==> src/design/rxf_consts.vh <==
// Constants of the receive FIFO status and control block.
`ifndef RXF_CONSTS_VH
`define RXF_CONSTS_VH
`define RXF_ADDR_STATUS 16'h84C4
`define RXF_ADDR_CONTROL 16'h84C8
`define RXF_ADDR_WATERMARK 16'h84CC
`define RXF_ADDR_READ_PTR 16'h84D0
`define RXF_ADDR_WRITE_PTR 16'h84D4
`define RXF_BIT_BAD_POINTER 31
`define RXF_BIT_SEND_WAIT 30
`define RXF_BIT_FRAME_ACC_ERR 23
`define RXF_BIT_RECV_WAIT 22
`define RXF_BIT_UNDERFLOW 21
`define RXF_BIT_OVERFLOW 20
`define RXF_BIT_FRAME_READY 19
`define RXF_BIT_FULL 18
`define RXF_BIT_ALARM 17
`define RXF_BIT_EMPTY 16
`define RXF_BIT_WRITE_FRAME 29
`define RXF_GRAN_HI 26
`define RXF_GRAN_LO 24
`define RXF_BIT_BAD_POINTER_MASK 23
`define RXF_BIT_FRAME_ACC_MASK 22
`define RXF_BIT_RECV_WAIT_MASK 21
`define RXF_BIT_UNDERFLOW_MASK 20
`define RXF_BIT_OVERFLOW_MASK 19
`define RXF_BIT_SEND_WAIT_MASK 18
`define RXF_MASK_RESET 6'h09
`define RXF_PTR_HI 6
`define RXF_FIFO_BYTES 8'h80
`define RXF_WORD_BYTES 8'h04
`define RXF_MAX_BEATS 8
`endif

==> src/design/rxf_status_ctrl.v <==
// Status, control, watermark and pointer logic of the receive FIFO.
`timescale 1ns/1ps
`include "rxf_consts.vh"
// Notes on behaviour
// Sticky flags: hardware sets, software writes one clears.
// Out-of-range pointer write sets bad pointer flag.
// Send wait flag never asserts here.
// Refused push sets receive wait flag.
// Pop beyond empty sets underflow flag.
// Push beyond full sets overflow flag.
// Software ignores frame error and frame ready.
// Full bit tracks present occupancy.
// Alarm bit shows watermark state, unlatched.
// Empty bit live, one after reset.
// Software keeps write frame bit zero.
// Granularity gives bytes-remaining alarm release level.
// Granularity above 128 minus alarm avoided.
// Six masks gate flags onto error output.
// Receive and send wait masks reset to one.
// Alarm raised when free bytes at or below watermark.
// Alarm held until bytes remaining reach granularity.
// Burst room needs four bytes times beats.
// Software sets alarm at least burst size.
// Read pointer is RAM read address.
// Write pointer is RAM write address.
// Controller error flag set by unmasked errors.
// Data port used with full words only.
// Error output is OR of unmasked flags.
module rxf_status_ctrl #(
  parameter MAX_BEATS = `RXF_MAX_BEATS
) (
  input wire clk,
  input wire rst_n,
  input wire fifo_reset,
  input wire hsel,
  input wire [31:0] haddr,
  input wire [1:0] htrans,
  input wire hwrite,
  input wire [2:0] hsize,
  input wire hready,
  input wire [31:0] hwdata,
  output reg [31:0] hrdata,
  output reg hreadyout,
  output reg hresp,
  input wire rx_push,
  input wire dma_pop,
  input wire fe_clear,
  output reg rx_room,
  output reg dma_req,
  output reg fifo_error,
  output reg fifo_error_flag,
  output reg [6:0] ram_read_index,
  output reg [6:0] ram_write_index
);

  // ************************************************************
  // Bus address phase capture
  // ************************************************************
  localparam integer BURST_INT = MAX_BEATS * 4;
  localparam [7:0] BURST_BYTES = BURST_INT[7:0];
  reg wr_pend;
  reg [15:0] wr_addr;
  wire addr_ok;
  assign addr_ok = hsel & hready & htrans[1];

  always @(posedge clk or negedge rst_n) begin
    if (!rst_n) begin
      wr_pend <= 1'b0;
      wr_addr <= 16'h0000;
      hreadyout <= 1'b0;
      hresp <= 1'b0;
    end else begin
      // Zero wait states: every transfer completes in its data phase.
      hreadyout <= 1'b1;
      hresp <= 1'b0;
      wr_pend <= addr_ok & hwrite;
      if (addr_ok) begin
        wr_addr <= haddr[15:0];
      end
    end
  end

  wire wr_status;
  wire wr_control;
  wire wr_mark;
  wire wr_rptr;
  wire wr_wptr;
  assign wr_status = wr_pend & (wr_addr == `RXF_ADDR_STATUS);
  assign wr_control = wr_pend & (wr_addr == `RXF_ADDR_CONTROL);
  assign wr_mark = wr_pend & (wr_addr == `RXF_ADDR_WATERMARK);
  assign wr_rptr = wr_pend & (wr_addr == `RXF_ADDR_READ_PTR);
  assign wr_wptr = wr_pend & (wr_addr == `RXF_ADDR_WRITE_PTR);

  // ************************************************************
  // Control and watermark registers
  // ************************************************************
  reg write_frame_ctl;
  reg [2:0] granularity_level;
  reg bad_pointer_mask;
  reg frame_accept_err_mask;
  reg recv_wait_mask;
  reg underflow_mask;
  reg overflow_mask;
  reg send_wait_mask;
  reg [6:0] alarm_level;

  always @(posedge clk or negedge rst_n) begin
    if (!rst_n) begin
      write_frame_ctl <= 1'b0;
      granularity_level <= 3'h0;
      // wait masks set
      {bad_pointer_mask, frame_accept_err_mask, recv_wait_mask,
       underflow_mask, overflow_mask, send_wait_mask} <= `RXF_MASK_RESET;
      alarm_level <= 7'h00;
    end else begin
      if (wr_control) begin
        write_frame_ctl <= hwdata[`RXF_BIT_WRITE_FRAME];
        granularity_level <= hwdata[`RXF_GRAN_HI:`RXF_GRAN_LO];
        bad_pointer_mask <= hwdata[`RXF_BIT_BAD_POINTER_MASK];
        frame_accept_err_mask <= hwdata[`RXF_BIT_FRAME_ACC_MASK];
        recv_wait_mask <= hwdata[`RXF_BIT_RECV_WAIT_MASK];
        underflow_mask <= hwdata[`RXF_BIT_UNDERFLOW_MASK];
        overflow_mask <= hwdata[`RXF_BIT_OVERFLOW_MASK];
        send_wait_mask <= hwdata[`RXF_BIT_SEND_WAIT_MASK];
      end
      if (wr_mark) begin
        alarm_level <= hwdata[`RXF_PTR_HI:0];
      end
    end
  end

  // ************************************************************
  // Pointers and occupancy
  // ************************************************************
  reg [7:0] fill;
  reg [7:0] next_fill;
  reg [6:0] next_rptr;
  reg [6:0] next_wptr;
  reg push_ok;
  reg pop_ok;
  wire [7:0] free_bytes;
  assign free_bytes = `RXF_FIFO_BYTES - fill;

  always @* begin
    // A word needs four free bytes; otherwise the push is refused.
    push_ok = rx_push & (free_bytes >= `RXF_WORD_BYTES);
    pop_ok = dma_pop & (fill >= `RXF_WORD_BYTES);
    next_rptr = ram_read_index;
    next_wptr = ram_write_index;
    next_fill = fill;
    if (wr_rptr | wr_wptr) begin
      // software read pointer
      if (wr_rptr) begin
        next_rptr = hwdata[`RXF_PTR_HI:0];
      end
      // software write pointer
      if (wr_wptr) begin
        next_wptr = hwdata[`RXF_PTR_HI:0];
      end
      // Overwritten pointers lose the wrap state; equal means empty.
      next_fill = {1'b0, next_wptr - next_rptr};
    end else begin
      // write address advance
      if (push_ok) begin
        next_wptr = ram_write_index + 7'h04;
      end
      // read address advance
      if (pop_ok) begin
        next_rptr = ram_read_index + 7'h04;
      end
      if (push_ok & ~pop_ok) begin
        next_fill = fill + `RXF_WORD_BYTES;
      end else if (pop_ok & ~push_ok) begin
        next_fill = fill - `RXF_WORD_BYTES;
      end
    end
  end

  always @(posedge clk or negedge rst_n) begin
    if (!rst_n) begin
      ram_read_index <= 7'h00;
      ram_write_index <= 7'h00;
      fill <= 8'h00;
    end else if (fifo_reset) begin
      ram_read_index <= 7'h00;
      ram_write_index <= 7'h00;
      fill <= 8'h00;
    end else begin
      ram_read_index <= next_rptr;
      ram_write_index <= next_wptr;
      fill <= next_fill;
    end
  end

  // ************************************************************
  // Live indications and alarm hysteresis
  // ************************************************************
  reg full_bit;
  reg empty_bit;
  reg alarm_bit;
  wire [7:0] next_free;
  reg next_alarm;
  assign next_free = `RXF_FIFO_BYTES - next_fill;

  always @* begin
    next_alarm = alarm_bit;
    // hold until low fill
    if (next_fill <= {5'h00, granularity_level}) begin
      next_alarm = 1'b0;
    // free at or below watermark
    end else if (next_free <= {1'b0, alarm_level}) begin
      next_alarm = 1'b1;
    end
  end

  always @(posedge clk or negedge rst_n) begin
    if (!rst_n) begin
      full_bit <= 1'b0;
      empty_bit <= 1'b1;
      alarm_bit <= 1'b0;
      dma_req <= 1'b0;
      rx_room <= 1'b0;
    end else if (fifo_reset) begin
      full_bit <= 1'b0;
      empty_bit <= 1'b1;
      alarm_bit <= 1'b0;
      dma_req <= 1'b0;
      rx_room <= 1'b0;
    end else begin
      // full tracks occupancy
      full_bit <= (next_fill == `RXF_FIFO_BYTES);
      // empty tracks occupancy
      empty_bit <= (next_fill == 8'h00);
      // alarm unlatched view
      alarm_bit <= next_alarm;
      // granularity release request
      dma_req <= next_alarm;
      // room for burst
      rx_room <= (next_free >= BURST_BYTES);
    end
  end

  // ************************************************************
  // Sticky flags and error output
  // ************************************************************
  reg bad_pointer_flag;
  reg send_wait_flag;
  reg frame_accept_err_flag;
  reg recv_wait_flag;
  reg underflow_flag;
  reg overflow_flag;
  wire frame_ready_flag;
  wire [31:0] clr;
  wire set_bad;
  wire set_rxw;
  wire set_uf;
  wire set_of;
  wire next_err;
  assign clr = wr_status ? hwdata : 32'h00000000;
  // out-of-range pointer value
  assign set_bad = (wr_rptr | wr_wptr) & (|hwdata[31:7]);
  // refused incoming word
  assign set_rxw = rx_push & ~push_ok;
  // written beyond full
  assign set_of = rx_push & (fill == `RXF_FIFO_BYTES);
  // read beyond empty
  assign set_uf = dma_pop & ~pop_ok;
  // Framing is not supported, so frame ready never rises.
  assign frame_ready_flag = 1'b0;

  always @(posedge clk or negedge rst_n) begin
    if (!rst_n) begin
      bad_pointer_flag <= 1'b0;
      send_wait_flag <= 1'b0;
      frame_accept_err_flag <= 1'b0;
      recv_wait_flag <= 1'b0;
      underflow_flag <= 1'b0;
      overflow_flag <= 1'b0;
    end else if (fifo_reset) begin
      bad_pointer_flag <= 1'b0;
      send_wait_flag <= 1'b0;
      frame_accept_err_flag <= 1'b0;
      recv_wait_flag <= 1'b0;
      underflow_flag <= 1'b0;
      overflow_flag <= 1'b0;
    end else begin
      // set wins over clear
      bad_pointer_flag <= set_bad |
        (bad_pointer_flag & ~clr[`RXF_BIT_BAD_POINTER]);
      // send wait never set
      send_wait_flag <= send_wait_flag & ~clr[`RXF_BIT_SEND_WAIT];
      frame_accept_err_flag <= frame_accept_err_flag &
        ~clr[`RXF_BIT_FRAME_ACC_ERR];
      recv_wait_flag <= set_rxw |
        (recv_wait_flag & ~clr[`RXF_BIT_RECV_WAIT]);
      underflow_flag <= set_uf |
        (underflow_flag & ~clr[`RXF_BIT_UNDERFLOW]);
      overflow_flag <= set_of |
        (overflow_flag & ~clr[`RXF_BIT_OVERFLOW]);
    end
  end

  // masks gate flags
  // OR of unmasked flags
  assign next_err = (bad_pointer_flag & ~bad_pointer_mask) |
    (send_wait_flag & ~send_wait_mask) |
    (frame_accept_err_flag & ~frame_accept_err_mask) |
    (recv_wait_flag & ~recv_wait_mask) |
    (underflow_flag & ~underflow_mask) |
    (overflow_flag & ~overflow_mask);

  always @(posedge clk or negedge rst_n) begin
    if (!rst_n) begin
      fifo_error <= 1'b0;
      fifo_error_flag <= 1'b0;
    end else begin
      fifo_error <= next_err;
      // re-asserts while error stands
      fifo_error_flag <= next_err | (fifo_error_flag & ~fe_clear);
    end
  end

  // ************************************************************
  // Read data
  // ************************************************************
  reg [31:0] rd_word;

  always @* begin
    rd_word = 32'h00000000;
    case (haddr[15:0])
      `RXF_ADDR_STATUS: begin
        rd_word[`RXF_BIT_BAD_POINTER] = bad_pointer_flag;
        rd_word[`RXF_BIT_SEND_WAIT] = send_wait_flag;
        rd_word[`RXF_BIT_FRAME_ACC_ERR] = frame_accept_err_flag;
        rd_word[`RXF_BIT_RECV_WAIT] = recv_wait_flag;
        rd_word[`RXF_BIT_UNDERFLOW] = underflow_flag;
        rd_word[`RXF_BIT_OVERFLOW] = overflow_flag;
        rd_word[`RXF_BIT_FRAME_READY] = frame_ready_flag;
        rd_word[`RXF_BIT_FULL] = full_bit;
        rd_word[`RXF_BIT_ALARM] = alarm_bit;
        rd_word[`RXF_BIT_EMPTY] = empty_bit;
      end
      `RXF_ADDR_CONTROL: begin
        rd_word[`RXF_BIT_WRITE_FRAME] = write_frame_ctl;
        rd_word[`RXF_GRAN_HI:`RXF_GRAN_LO] = granularity_level;
        rd_word[`RXF_BIT_BAD_POINTER_MASK] = bad_pointer_mask;
        rd_word[`RXF_BIT_FRAME_ACC_MASK] = frame_accept_err_mask;
        rd_word[`RXF_BIT_RECV_WAIT_MASK] = recv_wait_mask;
        rd_word[`RXF_BIT_UNDERFLOW_MASK] = underflow_mask;
        rd_word[`RXF_BIT_OVERFLOW_MASK] = overflow_mask;
        rd_word[`RXF_BIT_SEND_WAIT_MASK] = send_wait_mask;
      end
      `RXF_ADDR_WATERMARK: begin
        rd_word[`RXF_PTR_HI:0] = alarm_level;
      end
      `RXF_ADDR_READ_PTR: begin
        rd_word[`RXF_PTR_HI:0] = ram_read_index;
      end
      `RXF_ADDR_WRITE_PTR: begin
        rd_word[`RXF_PTR_HI:0] = ram_write_index;
      end
      default: begin
        rd_word = 32'h00000000;
      end
    endcase
  end

  // Read data is sampled at the address phase so it stands in the data
  // phase with no wait state; a write in that same edge is not yet seen.
  always @(posedge clk or negedge rst_n) begin
    if (!rst_n) begin
      hrdata <= 32'h00000000;
    end else if (addr_ok & ~hwrite) begin
      hrdata <= rd_word;
    end
  end

endmodule // rxf_status_ctrl

==> config.mk <==
export PLATFORM = sky130hd
export DESIGN_NAME = rxf_status_ctrl
export DESIGN_NICKNAME = d
export VERILOG_FILES = /design/src/design/rxf_status_ctrl.v
export VERILOG_INCLUDE_DIRS = /design/src /design/src/design
export SDC_FILE = /design/constraint.sdc
export NUM_CORES = 1
export LEC_CHECK = 0
export BUFFER_PORTS_ARGS = -buffer_cell sky130_fd_sc_hd__buf_2
export CORE_ASPECT_RATIO = 0.7
export CORE_MARGIN = 5
export CORE_UTILIZATION = 59
export CTS_CLUSTER_SIZE = 16
export DETAILED_ROUTE_END_ITERATION = 10
export MAX_ROUTING_LAYER = met4
export PLACE_DENSITY = 0.87
export SLEW_MARGIN = 20
export SYNTH_ARGS = -nofsm -noshare
export SYNTH_HDL_FRONTEND = slang
export SYNTH_SLANG_ARGS = --single-unit
==> constraint.sdc <==
create_clock -name clk -period 10.4 [get_ports clk]
set_clock_uncertainty 0.1 [all_clocks]
set_input_delay 2.08 -clock clk [delete_from_list [all_inputs] [get_ports clk]]
set_output_delay 2.08 -clock clk [all_outputs]
set_load 0.1 [all_outputs]
==> results of run 1 <==
-- cell type report --
type / instances / area (µm²)
Multi-Input combinational cell: 413 / 2950
Fill cell: 685 / 2760
Sequential cell: 90 / 2260
Timing Repair Buffer: 100 / 510
Clock buffer: 11 / 243
Tap cell: 124 / 155
Inverter: 27 / 101
Clock inverter: 5 / 62.6
-- flip-flops by register name, indices dropped and copies added, names as in the netlist, 3 cells and up --
signal / flops
ram_read_index: 7
alarm_level: 7
granularity_level: 3
ram_write_index: 7
fill: 8
hrdata: 21
wr_addr: 16
-- cells in the mapped netlist (all sizes together) (3+ instances only) --
cell type  number
o21ai          21
dfstp           3
nand2b          5
nor3b           4
a21oi          16
buf            14
o31ai           3
mux2i          13
xnor2          12
inv            27
ha             24
nor4b           7
nor3           10
o21a            9
clkbuf         17
and3            4
xor2            4
nand2          58
a221oi          6
nor2           59
a31oi           3
nor2b          10
dfrtp          87
mux2           37
a211oi          9
nand4          10
or3b            3
nor4           10
or3             3
a222oi          7
and2            5
nand3          16
-- worst max-delay path: stages, from the launching register on --
cell and delay (ps):
dfrtp_1 400, nor4bb_1 490, and4_1 290, nand2_1 450, nor2_1 860, mux2_2 430, ha_1 240, fa_1 530
nor2_1 60, a21oi_1 480, ha_1 350, ha_1 310, nor2b_1 160, o21a_1 160, o21a_1 170, o21a_1 160
o21a_1 160, o21ai_0 160, a211oi_1 100, a311oi_1 270, o2111a_1 250
-- cell families after synthesis --
family | Yosys count
AND/OR/NAND/NOR | 211
XOR/XNOR | 16
other | 2
buffers and inverters | 58
flip-flops | 90
adder cells (fa/ha/maj) | 25
AO/OA/AOI/OAI | 98
multiplexers | 50
-- layer usage --
| layer | global-route usage [%] | part of all wire (%) | vias to the layer above |
|---|---|---|---|
| met1 | 36.5 | 43 | 2281 |
| met3 | 6.81 | 9.1 | 26 |
| met2 | 40.3 | 46 | 235 |
| met4 | 8.30 | 1.9 | 0 |
| li1 | - | - | 2143 |
| met5 | - | 0 | - |
-- metrics by stage --
| stage | hold slack, ps | instances | utilization (%) | area [µm²] | setup WS [ps] |
|---|---|---|---|---|---|
| floorplan | 363 | 561 | - | 5470 | 4910 |
| global placement | 344 | 754 | 66.0 | 5960 | 4180 |
| detailed placement | 351 | 754 | 66.0 | 5960 | 3930 |
| CTS | 364 | 770 | 69.4 | 6270 | 3880 |
| global route | 379 | 770 | 69.5 | 6280 | 3520 |
| finish | 363 | 770 | 69.5 | 6280 | 3750 |
-- final timing paths --
check,from,endpoint,slack [ps]
min in group asynchronous,rst_n,hrdata[29],1530
hold reg to reg,hrdata[30],hrdata[30],360
setup / recovery,wr_addr[11],alarm_bit,3750
max in group asynchronous,rst_n,wr_addr[6],7530
hold / removal,hrdata[30],hrdata[30],360
setup reg to reg,wr_addr[11],alarm_bit,3750
-- power groups by stage --
stage | sequential [µW] | clock [µW] | combinational [µW]
6_report | 453 | 333 | 880
5_1_grt | 458 | 356 | 960
4_1_cts | 451 | 336 | 877
3_5_place_dp | 456 | 0 | 863
3_3_place_gp | 453 | 0 | 828
2_1_floorplan | 548 | 0 | 600
==> reports/metrics.cfg, run 1 <==
[outcome]
status = completed

[global_route]
grt.overflow.total = 0
antenna_found_initial = 0
grtUsageTotal_pct = 27.0
grt_pass1_wl_um = 23800
grt_max_degree = 69
grt_pass1_vias = 4619

[floorplanning]
die_x_um = 125
start_util_pct = 60.1
core-area_um2 = 9030
num_rows = 29
die_y_um = 90.2
dieArea_um2 = 11200
pin_count = 130

[clocking]
cts_buffers = 9
postCtsSetupBuffers = 0
cts_resized = 0
root_buffer = clkbuf_16
clkSlewWorstSetupHoldPaths_ps = 60
cts.sinks = 90
cts.htree.levels = 3
cts_tree = yes
cts_hold_buf = 0
ctsLongestPathBuffers = 2
clock_latency_ps = 350

[route]
drt_iter0_drc = 500
vias_per_cell = 6.08
drc = 0
via_count = 4685
postRouteAntennaNets = 0
detail_route.wl_per_cell_um = 18.8
first_pass_iters = 7
drt_wl_total_um = 14500

[synthesis]
synth_mux_area_share_pct = 10.1
synth_top_area_share_pct = 40.1
synth-compound-area-share_pct = 13.8
ys_warn_count = 0
async_reset_ff_share_pct = 100
synth-seq-cells = 90
seq_area_frac_synth_pct = 41.6
synth-xor-area-share_pct = 2.72
ys_dominant_reg_cell = dfrtp_1
synth_simple_gate_area_share_pct = 20.7
synth_cell_types = 78
yosys-top-cells-area = dfrtp_1 40%, mux2_2 7.5%, ha_1 5.5%
synthCells = 550
synth_edf_count = 0
synthesis.area_um2 = 5430
synth_largest_area_cell = dfrtp_1
synth_top_family_by_area = simple AND/OR/NAND/NOR gates
avgSynthCellArea_um2 = 9.87
yosys.area_share.adder_pct = 5.90

[sta]
setup_viol = 0
worstMarginPinSlew_ps = 1090
fin_setup_tns_ps = 0
post-route-min-period_ps = 6650
max_freq_mhz = 150
fin_crit_sh_pct = 64.0
drv_slew = 0
rsz0062_at_grt = false
maxSlewHeadroom_pct = 26.9
hold_violations = 0

[setup_path]
crit_fanout = 19
worstPathArrival_ps = 6830
cp_data_required_time_ps = 10580
worstSetupPathType = flop to flop
end_kind = flop
startpoint_type = flop
ff2ff_path_depth = 20

[pwr]
switchingPower_uw = 741
switching_share_pct = 44.5
pwr-share-comb_pct = 52.8
max-vdd-ir-drop_mv = 0.167
p_total_uw = 1670
leakage_uw = 0.00299
clockPowerShare_pct = 20.0
cell_internal_pwr_uw = 925
power.sequential.fraction_pct = 27.2
powerDensity_nw_per_um2 = 265

[placement]
gp_congestion = 0.987
io_buffers = 97
hpwl_um = 10800

[finish]
final_common_cell = buf_2
drive_gt1_share_pct = 28.3
syn2layout_area_growth_pct = 15.7
n_antenna_cell = 0
nets = 744
layout_common_cells = 96 x buf_2, 87 x dfrtp_1, 58 x nor2_1

[worst_hold_path]
hp-class = flop to flop
holdPathStages = 2

[job]
max_cap_violations = 0

No activity file was read; power rests on OpenSTA's default activity.
==> run 2, diff against run 1 <==
--- a/config.mk
+++ b/config.mk
@@ -9,11 +9,11 @@
 export BUFFER_PORTS_ARGS = -buffer_cell sky130_fd_sc_hd__buf_2
 export CORE_ASPECT_RATIO = 0.7
 export CORE_MARGIN = 5
-export CORE_UTILIZATION = 59
+export CORE_UTILIZATION = 49
 export CTS_CLUSTER_SIZE = 16
 export DETAILED_ROUTE_END_ITERATION = 10
 export MAX_ROUTING_LAYER = met4
-export PLACE_DENSITY = 0.87
+export PLACE_DENSITY = 0.77
 export SLEW_MARGIN = 20
 export SYNTH_ARGS = -nofsm -noshare
 export SYNTH_HDL_FRONTEND = slang
==> constraint.sdc (replaced) <==
create_clock -name clk -period 6 [get_ports clk]
set_clock_uncertainty 0.1 [all_clocks]
set_input_delay 1.2 -clock clk [delete_from_list [all_inputs] [get_ports clk]]
set_output_delay 1.2 -clock clk [all_outputs]
set_load 0.1 [all_outputs]
==> reports/metrics.cfg, run 2 (synthesis results as in run 1) <==
[setup_path]
startpoint_type = flop
cp_data_required_time_ps = 6180
worstSetupPathType = flop to flop
worstPathArrival_ps = 5570
crit_fanout = 7
end_kind = flop

[sta]
fin_crit_sh_pct = 89.7
post-route-min-period_ps = 5380
hold_slack_ps = 361
fin_setup_tns_ps = 0
worstMarginPinSlew_ps = 1110
drv_slew = 0
rsz0062_at_grt = false
fin_ws_ps = 616
max_freq_mhz = 186
hold_violations = 0
maxSlewHeadroom_pct = 25.6
setup_viol = 0

[route]
drc = 0
drt_wl_total_um = 14600
vias_per_cell = 5.76
detail_route.wl_per_cell_um = 18.2
postRouteAntennaNets = 0
via_count = 4622
first_pass_iters = 6
drt_iter0_drc = 360

[floorplanning]
die_x_um = 136
die_y_um = 98.0
start_util_pct = 49.6
pin_count = 130
core-area_um2 = 10900
num_rows = 32
dieArea_um2 = 13300

[clocking]
cts_buffers = 9
cts_tree = yes
clkSlewWorstSetupHoldPaths_ps = 60
cts.sinks = 90
postCtsSetupBuffers = 0
cts_resized = 0
ctsLongestPathBuffers = 2
cts_hold_buf = 0
cts.htree.levels = 3
root_buffer = clkbuf_16
clock_latency_ps = 350

[finish]
design_area_um2 = 6340
layout_common_cells = 96 x buf_2, 87 x dfrtp_1, 58 x nor2_1
n_antenna_cell = 0
largest_reg_flops = 21
reg.largest.list = hrdata (21), wr_addr (16), fill (8)
final_common_cell = buf_2
drive_gt1_share_pct = 28.5
top_register = hrdata
syn2layout_area_growth_pct = 16.9
nets = 747

[placement]
gp_congestion = 0.931
hpwl_um = 11100
pre_cts_slack_ps = 716
io_buffers = 97
place_area_um2 = 6020

[pwr]
p_total_uw = 2890
powerDensity_nw_per_um2 = 456
leakage_uw = 0.00301
max-vdd-ir-drop_mv = 0.287

[global_route]
antenna_found_initial = 0
grt.overflow.total = 0
grt_max_degree = 71
grt_pass1_vias = 4650
grt_pass1_wl_um = 23700
grtUsageTotal_pct = 22.8

[job]
max_cap_violations = 0

[worst_hold_path]
hp-class = flop to flop

[outcome]
status = completed

[run 2: cell types whose count changed in the layout (fill, tap and decap cells not counted), sizes merged]
cell,change
buf,+3
bufinv,+1
clkbuf,-1
[run 2: worst max-delay path, cell delays in order, from the launching register on]
cell,delay [ps]
dfrtp_1,380
nor4b_1,440
and4_1,290
and2_1,150
nand2_1,250
mux2i_1,380
inv_1,90
ha_1,270
nor2b_1,150
o31a_1,250
o21ai_0,250
nand2b_1,130
a21boi_0,260
o31a_1,290
nor4b_2,80
nor4_2,330
inv_1,90
ha_1,290
o21a_1,110
o21ai_0,170
a211oi_1,100
a311oi_1,250
o2111a_1,230
[run 2: final timing paths]
path	from	endpoint	slack (ps)	cells past startpoint
max reg2reg	wr_addr[1]	alarm_bit	620	22
min	hrdata[30]	hrdata[30]	360	2
max in group asynchronous	rst_n	fill[5]	4000	2
max	wr_addr[1]	alarm_bit	620	22
min reg2reg	hrdata[30]	hrdata[30]	360	2
min in group asynchronous	rst_n	hrdata[20]	630	1
[run 2: layer usage]
metal	global-route usage [%]	vias up	part of all wire, %	wire length, µm
met5	-	-	0	0
met4	4.65	0	1.1	161
met3	6.18	22	8.1	1180
met2	32.9	217	44	6420
met1	32.5	2239	47	6820
li1	-	2144	-	-
[run 2: layout make-up]
class	count	area, µm²
fill	953	4590
multi-input combinational	413	2940
clock inverter	6	88.8
tap	153	191
sequential	90	2260
inverter	27	101
timing repair buffer	103	533
clock buffer	10	229
[run 2: power by group]
group	total, µW	switching [µW]	internal (µW)
combinational	1500	924	579
sequential	783	98.8	685
clock	606	240	366
[run 2: metrics by stage]
step	util (%)	std cells
floorplan	-	561
global placement	55.1	786
detailed placement	55.1	786
CTS	58.0	802
global route	58.0	802
finish	58.0	802
==> run 3, diff against run 2 <==
--- a/config.mk
+++ b/config.mk
@@ -9,11 +9,13 @@
 export BUFFER_PORTS_ARGS = -buffer_cell sky130_fd_sc_hd__buf_2
 export CORE_ASPECT_RATIO = 0.7
 export CORE_MARGIN = 5
-export CORE_UTILIZATION = 49
+export CORE_UTILIZATION = 45
+export CTS_BUF_LIST = sky130_fd_sc_hd__clkbuf_4
 export CTS_CLUSTER_SIZE = 16
 export DETAILED_ROUTE_END_ITERATION = 10
 export MAX_ROUTING_LAYER = met4
-export PLACE_DENSITY = 0.77
+export PLACE_DENSITY = 0.72
+export RECOVER_POWER = 100
 export SLEW_MARGIN = 20
 export SYNTH_ARGS = -nofsm -noshare
 export SYNTH_HDL_FRONTEND = slang
==> reports/metrics.cfg, run 3 (synthesis results as in run 1) <==
[floorplanning]
pin_count = 130
die_y_um = 102
die_x_um = 141
start_util_pct = 46.1
core-area_um2 = 11800
num_rows = 33
dieArea_um2 = 14400

[setup_path]
cp_slowest_cell = fa_1
end_kind = flop
crit_path_max_incr_delay_ps = 570
worstSetupPathType = flop to flop
startpoint = wr_addr[13]
timing.rr.start = wr_addr[13]
worstPathArrival_ps = 5890
startpoint_type = flop
crit_top_cell = o21a_1
cp_cell_sequence = nor4b_1 -> and4_1 -> nand2_1 -> nor2_2 -> buf_4 -> mux2i_1 -> inv_1 -> fa_1 -> nor2_1 -> a21oi_1 -> ha_1 -> and2_2 -> nor2_1 -> ha_1 -> o21a_1 -> o21a_1 -> o21a_1 -> o21a_1 -> o21ai_0 -> a211oi_1 -> a311oi_1 -> o2111a_1
crit_fanout = 5
cp_data_required_time_ps = 6310

[finish]
design_area_um2 = 6060
final_common_cell = dfrtp_1
layout_common_cells = 87 x dfrtp_1, 58 x nand2_1, 58 x nor2_1
final_core_util_pct = 51.5
drive_gt1_share_pct = 21.0
n_antenna_cell = 0
largest_reg_flops = 21
nets = 747
final_cells = 806
reg.largest.list = hrdata (21), wr_addr (16), fill (8)
syn2layout_area_growth_pct = 11.8
top_register = hrdata

[sta]
post-route-min-period_ps = 5570
fin_crit_sh_pct = 92.9
fin_ws_ps = 426
hold_violations = 0
maxSlewHeadroom_pct = -16.1
worstMarginPinSlew_ps = 1740
fin_setup_tns_ps = 0
rsz0062_at_grt = false
max_freq_mhz = 179
drv_slew = 70
setup_viol = 0

[outcome]
status = finished with violations
violations = capacitance limit, slew limit

[route]
drc = 0
postRouteAntennaNets = 0
drt_iter0_drc = 402
first_pass_iters = 5
detail_route.wl_per_cell_um = 18.2
vias_per_cell = 5.77
drt_wl_total_um = 14700
via_count = 4654

[global_route]
grt_pass1_wl_um = 23800
grt_max_degree = 70
grtUsageTotal_pct = 21.4
grt.overflow.total = 0
grt_pass1_vias = 4727
antenna_found_initial = 0

[job]
max_cap_violations = 1

[placement]
io_buffers = 97
pre_cts_slack_ps = 291
dp_cells = 790
gp_congestion = 0.928
hpwl_um = 11200
place_area_um2 = 6030

[clocking]
root_buffer = clkbuf_4
postCtsSetupBuffers = 0
clkSlewWorstSetupHoldPaths_ps = 150
cts_resized = 0
clock_latency_ps = 460
cts_tree = yes
cts.sinks = 90
ctsLongestPathBuffers = 2
cts_buffers = 9
cts.htree.levels = 3
cts_hold_buf = 0

[pwr]
max-vdd-ir-drop_mv = 0.312
powerDensity_nw_per_um2 = 426
leakage_uw = 0.00276

[worst_hold_path]
hp-class = flop to flop
hold_start = hrdata[17]

==> run 3: cell count changes in the layout (fill, tap and decap cells not counted), moves of 2 or more <==
| cell | previous run | this run |
|---|---|---|
| and2_1 | 3 | 1 |
| clkbuf_4 | 0 | 10 |
| buf_2 | 96 | 56 |
| bufinv_16 | 2 | 0 |
| clkbuf_16 | 9 | 0 |
| and2_0 | 0 | 2 |
| clkbuf_1 | 1 | 43 |
| buf_4 | 7 | 3 |
==> run 3: final timing paths <==
| kind | to | slack [ps] | depth (start not counted) |
|---|---|---|---|
| setup / recovery | alarm_bit | 430 | 22 |
| hold / removal | hrdata[17] | 380 | 2 |
| setup reg to reg | alarm_bit | 430 | 22 |
| hold reg to reg | hrdata[17] | 380 | 2 |
| max in group asynchronous | ram_read_index[4] | 2670 | 2 |
| min in group asynchronous | fifo_error | 830 | 1 |
==> run 3: cell type report <==
type,instances,area [µm²]
Clock inverter,6,50.0
Fill cell,1134,5700
Timing Repair Buffer,103,469
Multi-Input combinational cell,413,2920
Inverter,27,101
Tap cell,157,196
Clock buffer,10,75.1
Sequential cell,90,2260
==> run 3: power by group <==
part | switching, µW | internal [µW]
Combinational | 931 | 547
Sequential | 101 | 684
Clock | 227 | 95.9
Total | 1260 | 1330
==> run 3: layer usage <==
| metal | up-vias | wire [µm] | track usage, % |
|---|---|---|---|
| met3 | 25 | 1130 | 3.74 |
| met1 | 2274 | 6870 | 29.9 |
| met2 | 212 | 6470 | 32.3 |
| met4 | 0 | 210 | 5.81 |
| li1 | 2143 | - | - |
| met5 | - | 0 | - |
==> run 3: per-stage QoR <==
stage	total power, µW	hold WS (ps)
floorplan	1990	363
global placement	2240	344
detailed placement	2290	351
CTS	2620	383
global route	2750	413
finish	2590	384
==> run 3: worst max-delay path: cells and delay by family, from the launching register on <==
| family | cells | cell delay, ps |
|---|---|---|
| AOI/OAI and AO/OA | 9 | 1820 |
| and+or+nand+nor | 7 | 1460 |
| adders and majority gates | 3 | 1110 |
| DFF | 1 | 410 |
| buffers and inverters | 2 | 320 |
| muxes | 1 | 310 |
